### src/stb_pkg.sv
// Shared constants and state codes for the synchronous bus master
package stb_pkg;
   localparam int STB_DATA_W = 32;
   localparam int STB_ADDR_W = 32;
   localparam int STB_SIZE_W = 2;
   localparam int STB_FC_W = 3;
   localparam int CLK_PERIOD_NS = 50;
   localparam int BUS_CLK_PERIOD_NS = 100;
   localparam int PHASES_PER_BUS_CLK = BUS_CLK_PERIOD_NS / CLK_PERIOD_NS;
   localparam int MIN_CYCLE_BUS_CLKS = 2;
   localparam int MIN_CYCLE_PHASES = MIN_CYCLE_BUS_CLKS * PHASES_PER_BUS_CLK;
   localparam int WAIT_PHASES = PHASES_PER_BUS_CLK;
   localparam logic RW_READ = 1'h1;
   localparam logic RW_WRITE = 1'h0;
   localparam logic PIN_ON_N = 1'h0;
   localparam logic PIN_OFF_N = 1'h1;
   localparam logic [1:0] SIZE_LONG_RST = 2'h0;
   localparam logic [2:0] FC_RST = 3'h0;
   typedef enum logic [2:0] {
      ST_IDLE = 3'h0,
      ST_S0 = 3'h1,
      ST_S1 = 3'h2,
      ST_S2 = 3'h3,
      ST_W1 = 3'h4,
      ST_W2 = 3'h5,
      ST_S3 = 3'h6
   } stb_state_type;
endpackage

### src/stb_reset_sync.sv
// Reset release synchroniser
`timescale 1ns/1ns
`default_nettype none
module stb_reset_sync (
   input wire logic mclk,
   input wire logic nrst,
   output logic rstSyncN
);
   logic stage1_r;

   always_ff @(posedge mclk or negedge nrst) begin
      if (!nrst) begin
         stage1_r <= 1'h0;
         rstSyncN <= 1'h0;
      end else begin
         stage1_r <= 1'h1;
         rstSyncN <= stage1_r;
      end
   end
endmodule
`default_nettype wire

### src/stb_bus_arbiter.sv
// Bus request synchroniser and grant logic
`timescale 1ns/1ns
`default_nettype none
module stb_bus_arbiter (
   input wire logic mclk,
   input wire logic rstN,
   input wire logic busRequestN,
   input wire logic busFree,
   output logic busGrantN
);
   logic reqMeta_r;
   logic reqSync_r;
   wire grantNxt = reqSync_r & (busFree | ~busGrantN);

   // Grant is kept while the request stays, taken only when bus is free
   always_ff @(posedge mclk or negedge rstN) begin
      if (!rstN) begin
         reqMeta_r <= 1'h0;
         reqSync_r <= 1'h0;
         busGrantN <= 1'h1;
      end else begin
         reqMeta_r <= ~busRequestN;
         reqSync_r <= reqMeta_r;
         busGrantN <= ~grantNxt;
      end
   end
endmodule
`default_nettype wire

### src/stb_bus_master.sv
// Synchronous-termination bus master: read, write, locked sequences
// Functional notes
// - Slave ends cycle with terminate, same sequence
// - Cycle at least two clocks; waits add one
// - Read S0: cycle starts low, address valid, read
// - Read S1: strobes asserted, cycle starts negated
// - Burst request in S1 only when allowed
// - Read S2: buffer enable active
// - Burst acknowledge captured with the terminate
// - Sync inputs sampled directly, no synchroniser
// - No terminate at S2: wait, resample, latch
// - Read S3: strobes negated, address held
// - Write S0: cycle starts low, direction low
// - Write S1: address strobe, buffer enable asserted
// - Write S2: drive all data lines
// - Write data strobe only when the write waits; reads assert it with the address strobe
// - Write S3: strobes off, data held valid
// - Locked sequence indivisible, never bursts
// - Locked flag held; no grant meanwhile
`timescale 1ns/1ns
`default_nettype none
module stb_bus_master
   import stb_pkg::*;
#(
   parameter int DATA_W = STB_DATA_W,
   parameter int ADDR_W = STB_ADDR_W
) (
   input wire logic mclk,
   input wire logic nrst,
   input wire logic reqValid,
   input wire logic reqWrite,
   input wire logic [ADDR_W-1:0] reqAddr,
   input wire logic [STB_SIZE_W-1:0] reqSize,
   input wire logic [STB_FC_W-1:0] reqFc,
   input wire logic reqCacheInhibit,
   input wire logic reqOperandFirst,
   input wire logic reqLocked,
   input wire logic reqBurstOk,
   input wire logic [DATA_W-1:0] reqData,
   output logic reqAck,
   output logic respValid,
   output logic [DATA_W-1:0] respData,
   output logic respCacheInhibit,
   output logic respBurstAck,
   output logic busClk,
   output logic [ADDR_W-1:0] addrLines,
   output logic [STB_FC_W-1:0] functionCode,
   output logic [STB_SIZE_W-1:0] transferSize,
   output logic readWrite,
   output logic addressStrobeN,
   output logic dataStrobeN,
   output logic externalCycleStartN,
   output logic operandCycleStartN,
   output logic dataBufferEnableN,
   output logic cacheInhibitOutN,
   output logic burstRequestN,
   output logic indivisibleCycleN,
   input wire logic [DATA_W-1:0] dataLinesIn,
   output logic [DATA_W-1:0] dataLinesOut,
   output logic dataLinesOe,
   input wire logic syncTerminateN,
   input wire logic cacheInhibitInN,
   input wire logic burstAcknowledgeN,
   input wire logic busRequestN,
   output logic busGrantN
);
   logic rstN;
   stb_state_type st_r;
   stb_state_type stNxt;
   logic wrOp_r;
   logic firstOp_r;
   logic burstOk_r;
   logic termSeen_r;
   logic inhibitSeen_r;
   logic backSeen_r;

   stb_reset_sync u_rst (
      .mclk(mclk),
      .nrst(nrst),
      .rstSyncN(rstN)
   );

   // Each state is one mclk phase; two phases make one bus clock
   wire canStart = (st_r == ST_IDLE) | (st_r == ST_S3);
   wire start = canStart & reqValid & ~busClk & busGrantN;
   wire endCycle = ((st_r == ST_S2) | (st_r == ST_W2)) & termSeen_r;
   wire sampleEdge = (st_r == ST_S1) | (st_r == ST_W1);
   wire locked = ~indivisibleCycleN;
   wire busFree = (st_r == ST_IDLE) & ~locked & ~start;

   stb_bus_arbiter u_arb (
      .mclk(mclk),
      .rstN(rstN),
      .busRequestN(busRequestN),
      .busFree(busFree),
      .busGrantN(busGrantN)
   );

   always_comb begin
      stNxt = st_r;
      case (st_r)
         ST_IDLE: begin
            stNxt = start ? ST_S0 : ST_IDLE;
         end
         ST_S0: begin
            stNxt = ST_S1;
         end
         ST_S1: begin
            stNxt = ST_S2;
         end
         ST_S2, ST_W2: begin
            // Wait states keep the cycle one bus clock longer each
            stNxt = termSeen_r ? ST_S3 : ST_W1;
         end
         ST_W1: begin
            stNxt = ST_W2;
         end
         ST_S3: begin
            stNxt = start ? ST_S0 : ST_IDLE;
         end
         default: begin
            stNxt = ST_IDLE;
         end
      endcase
   end

   // Pin decode from the next state, so every pin leaves a flip-flop
   wire nWr = start ? reqWrite : wrOp_r;
   wire nFirst = start ? reqOperandFirst : firstOp_r;
   wire nBurst = start ? (reqBurstOk & ~reqWrite & ~reqLocked) : burstOk_r;
   wire nS0 = (stNxt == ST_S0);
   wire nWait = (stNxt == ST_W1) | (stNxt == ST_W2);
   wire nAs = (stNxt == ST_S1) | (stNxt == ST_S2) | nWait;
   wire nLate = (stNxt == ST_S2) | nWait;
   wire nDs = nWr ? nWait : nAs;
   wire nDben = nWr ? (nAs | (stNxt == ST_S3)) : nLate;
   wire nOe = nWr & (nLate | (stNxt == ST_S3));
   wire nBreq = nBurst & ~nWr & nAs;
   wire lockClr = (st_r == ST_IDLE) & ~reqLocked;
   wire nLock = start ? reqLocked : (lockClr ? 1'h0 : locked);

   always_ff @(posedge mclk or negedge rstN) begin
      if (!rstN) begin
         st_r <= ST_IDLE;
         busClk <= 1'h0;
         reqAck <= 1'h0;
      end else begin
         st_r <= stNxt;
         busClk <= ~busClk;
         reqAck <= start;
      end
   end

   always_ff @(posedge mclk or negedge rstN) begin
      if (!rstN) begin
         addressStrobeN <= PIN_OFF_N;
         dataStrobeN <= PIN_OFF_N;
         externalCycleStartN <= PIN_OFF_N;
         operandCycleStartN <= PIN_OFF_N;
         dataBufferEnableN <= PIN_OFF_N;
         burstRequestN <= PIN_OFF_N;
         indivisibleCycleN <= PIN_OFF_N;
         dataLinesOe <= 1'h0;
      end else begin
         addressStrobeN <= ~nAs;
         dataStrobeN <= ~nDs;
         externalCycleStartN <= ~nS0;
         operandCycleStartN <= ~(nS0 & nFirst);
         dataBufferEnableN <= ~nDben;
         burstRequestN <= ~nBreq;
         indivisibleCycleN <= ~nLock;
         dataLinesOe <= nOe;
      end
   end

   // Address side is only reloaded at a start, so it holds through S3
   always_ff @(posedge mclk or negedge rstN) begin
      if (!rstN) begin
         addrLines <= '0;
         functionCode <= FC_RST;
         transferSize <= SIZE_LONG_RST;
         readWrite <= RW_READ;
         cacheInhibitOutN <= PIN_OFF_N;
         dataLinesOut <= '0;
         wrOp_r <= 1'h0;
         firstOp_r <= 1'h0;
         burstOk_r <= 1'h0;
      end else if (start) begin
         addrLines <= reqAddr;
         functionCode <= reqFc;
         transferSize <= reqSize;
         readWrite <= reqWrite ? RW_WRITE : RW_READ;
         cacheInhibitOutN <= ~reqCacheInhibit;
         dataLinesOut <= reqData;
         wrOp_r <= reqWrite;
         firstOp_r <= reqOperandFirst;
         burstOk_r <= nBurst;
      end
   end

   // Sync inputs are stable around rising edges, so no extra stages
   always_ff @(posedge mclk or negedge rstN) begin
      if (!rstN) begin
         termSeen_r <= 1'h0;
         inhibitSeen_r <= 1'h0;
         backSeen_r <= 1'h0;
      end else if (sampleEdge) begin
         termSeen_r <= ~syncTerminateN;
         inhibitSeen_r <= ~cacheInhibitInN;
         backSeen_r <= ~burstAcknowledgeN;
      end
   end

   // Bursts are not followed; the acknowledge is only reported
   always_ff @(posedge mclk or negedge rstN) begin
      if (!rstN) begin
         respValid <= 1'h0;
         respData <= '0;
         respCacheInhibit <= 1'h0;
         respBurstAck <= 1'h0;
      end else begin
         respValid <= endCycle;
         if (endCycle) begin
            respData <= wrOp_r ? respData : dataLinesIn;
            respCacheInhibit <= inhibitSeen_r;
            respBurstAck <= backSeen_r & burstOk_r;
         end
      end
   end
endmodule
`default_nettype wire

### config.mk
export PLATFORM = sky130hd
export DESIGN_NAME = stb_bus_master
export DESIGN_NICKNAME = d
export VERILOG_FILES = /design/src/stb_pkg.sv /design/src/stb_reset_sync.sv /design/src/stb_bus_arbiter.sv /design/src/stb_bus_master.sv
export SDC_FILE = /design/constraint.sdc
export NUM_CORES = 1
export LEC_CHECK = 0
export ABC_CLOCK_PERIOD_IN_PS = 4950
export BUFFER_PORTS_ARGS = -buffer_cell sky130_fd_sc_hd__buf_2
export CAP_MARGIN = 0
export CORE_MARGIN = 1
export CORE_UTILIZATION = 34
export CTS_BUF_LIST = sky130_fd_sc_hd__clkbuf_16
export DETAILED_ROUTE_END_ITERATION = 12
export GPL_TIMING_DRIVEN = 0
export SLEW_MARGIN = 0
export SYNTH_ARGS = -nofsm -noshare
export SYNTH_HDL_FRONTEND = slang
export SYNTH_SLANG_ARGS = --single-unit
### constraint.sdc
create_clock -name mclk -period 4.95 [get_ports mclk]
set_clock_uncertainty 0.1 [all_clocks]
set_input_delay 0.495 -clock mclk [delete_from_list [all_inputs] [get_ports mclk]]
set_output_delay 0.495 -clock mclk [all_outputs]
set_load 0.02 [all_outputs]
==> impl_metrics.tcl <==
set metrics [dict create \
    syn-mean-instance-area_sq_um 10.9 \
    start_util_pct 35.0 \
    cts_hold_buf 1 \
    wl_per_cell_um 13.1 \
    outcome "finished, final reports clean" \
    core_sq_mm 0.0139 \
    synthDistinctLibCells 32 \
    netlist_top_cells_area "dfrtp_1 61%, nand2_1 17%, dfstp_2 5.4%, mux2_1 4.8%, mux2_2 2.8%" \
    crit_path_end_kind "flop" \
    slew_headroom_pct 47.6 \
    vias_per_cell 4.41 \
    grt_usage_pct 16.1 \
    drv_cap 0 \
    hpwl_um 8510 \
    die_w_um 122 \
    grt_pass1_vias 3861 \
    cts_resized 0 \
    layout_setup_ws_ps 3080 \
    cts_root_buf "clkbuf_16" \
    total_leakage_power_uw 0.00381 \
    synth-seq-cells 129 \
    rsz0062_at_grt "false" \
    path_buf_inv 2 \
    layout_common_cells "240 x buf_2, 218 x nand2_1, 118 x dfrtp_1, 21 x mux2_1, 17 x clkbuf_16" \
    critPathMaxFanout 10 \
    setup_viol 0 \
    clock-sinks 129 \
    clock.fmax_mhz 536 \
    slowest_stage "dfrtp_1" \
    powerDensity_mw_per_mm2 728 \
    async_flop_share_pct 100 \
    clk_latency_ps 400 \
    drive_above_1_share_pct 42.3 \
    instances_no_fill 889 \
    nets 809 \
    cts_tree "yes" \
    ant_nets 0 \
    synth_seq_area_share_pct 66.4 \
    die_y_um 122 \
    drc 0 \
    area_delta_synth_final_pct 39.5 \
    wl_um 11600 \
    synthCells 446 \
    worstPathArrival_ps 2040 \
    period_needed_ps 1870 \
    hp-class "in -> reg" \
    clk_pin_slew_worst_paths_ps 50 \
    io_buffers 229 \
    drtIter0Drc 95 \
    hold_ws_ps 106 \
    yosys_warnings 0 \
    antenna_cells 0 \
    placed_cells 856 \
    layout_commonest_cell "buf_2" \
    overflow 0 \
    grt_max_degree 68 \
    period_share_pct 37.7 \
    synth_ff_type "dfrtp_1" \
    htree_levels 4 \
    gp_congestion 0.738 \
    critical_path_required_ps 5120 \
    cts.path.max_buffers 2 \
    slew_viol_final 0 \
    start_kind "flop" \
    dieArea_sq_mm 0.0148 \
    numCtsBuffers 17 \
    yosysTopAreaCell "dfrtp_1" \
    crit_path_cell_trace "buf_4 -> xor2_4 -> nand3_4 -> nor2_8 -> buf_6 -> mux2_1" \
    cp_top_family "simple AND/OR/NAND/NOR gates" \
    io_pins 230 \
    grt_antenna_before_repair 0 \
    cts_setup_buffers 0 \
    slowest_delay_ps 350 \
    fin_util_pct 48.9 \
    synth_top_area_share_pct 61.0 \
    vias 3922 \
    drtPass1Iterations 4 \
    grt_first_pass_wirelength_um 18200 \
    vdd_drop_max_mv 0.325 \
    tightestPinTransition_ps 786 \
    synth_edf_count 0 \
    rows 43 \
    place_worst_setup_slack_ps 3070 \
    syn_nets 559 \
    synth_area_sq_mm 0.00488 \
    hold_viol 0 \
    path_class "reg -> reg" \
]
worst register-to-register path, cell delays in order, from the launching register on:
cell,delay [ps]
dfrtp_1,350
buf_4,170
xor2_4,250
nand3_4,170
nor2_8,190
buf_6,170
mux2_1,340
per-stage QoR:
step	cell area, sq um	setup TNS [ps]	power, uW
finish	6810	0	4960
global route	6810	0	5330
CTS	6810	0	5040
detailed placement	6280	0	3930
global placement	6250	-41750	3860
floorplan	4880	0	3170
logic make-up (layout without fill, tap and decap cells):
| group | Yosys count | in the layout | share of synthesized area [%] |
|---|---|---|---|
| AO/OA/AOI/OAI | 16 | 16 | 1.90 |
| XOR/XNOR | 2 | 2 | 0.743 |
| buffers and inverters | 29 | 292 | 3.28 |
| flip-flops | 129 | 129 | 66.4 |
| multiplexers | 36 | 36 | 8.30 |
| other | 1 | 1 | 0.0768 |
| AND/OR/NAND/NOR | 233 | 233 | 19.3 |
power by group:
group	switching, uW	total, uW	internal (uW)
sequential	242	1800	1560
combinational	1350	2070	726
clock	417	1080	667
total	2010	4960	2950
cells in the mapped netlist, types with 3 or more instances:
library cell,n
buf_2,11
nand2_1,218
nor2_1,3
inv_1,6
buf_4,4
o21ai_0,9
mux2_2,12
dfstp_2,10
buf_6,3
mux2_1,21
dfrtp_1,119
clkbuf_1,4
state kept, by name, summed over array words and instances (netlist names), 2 cells and up:
signal	flops
addrLines	32
dataLinesOut	32
functionCode	3
respData	32
st_r	3
transferSize	2
per-layer routing:
layer | vias up | GRT usage (%) | routed length (um)
met2 | 160 | 26.8 | 5600
met1 | 1840 | 18.6 | 4890
met3 | 15 | 5.52 | 911
li1 | 1907 | - | -
met5 | - | 0 | 0
met4 | 0 | 7.41 | 206
area by class of cell:
class / count / area, sq um
flip-flops and latches: 129 / 3240
multi-input cells: 288 / 1480
clock buffers: 17 / 425
inverters: 7 / 26.3
clock inverters: 15 / 90.1
repair buffers: 231 / 1180
fillers: 1288 / 7120
well taps: 180 / 225
plain buffers: 22 / 134
final timing paths:
check / start / end / slack [ps] / depth (start not counted)
worst max-delay path: st_r[2]$_DFF_PN0_ / respData[0]$_DFFE_PN0P_ / 3080 / 6
worst min-delay path: reqOperandFirst / operandCycleStartN$_DFF_PN1_ / 110 / 2
worst min register to register: u_arb.reqMeta_r$_DFF_PN0_ / u_arb.reqSync_r$_DFF_PN0_ / 250 / 0
max in group asynchronous: u_rst.rstSyncN$_DFF_PN0_ / operandCycleStartN$_DFF_PN1_ / 3630 / 1
worst max register to register: st_r[2]$_DFF_PN0_ / respData[0]$_DFFE_PN0P_ / 3080 / 6
min in group asynchronous: nrst / u_rst.stage1_r$_DFF_PN0_ / 300 / 2
No activity file was read; power rests on OpenSTA's default activity.
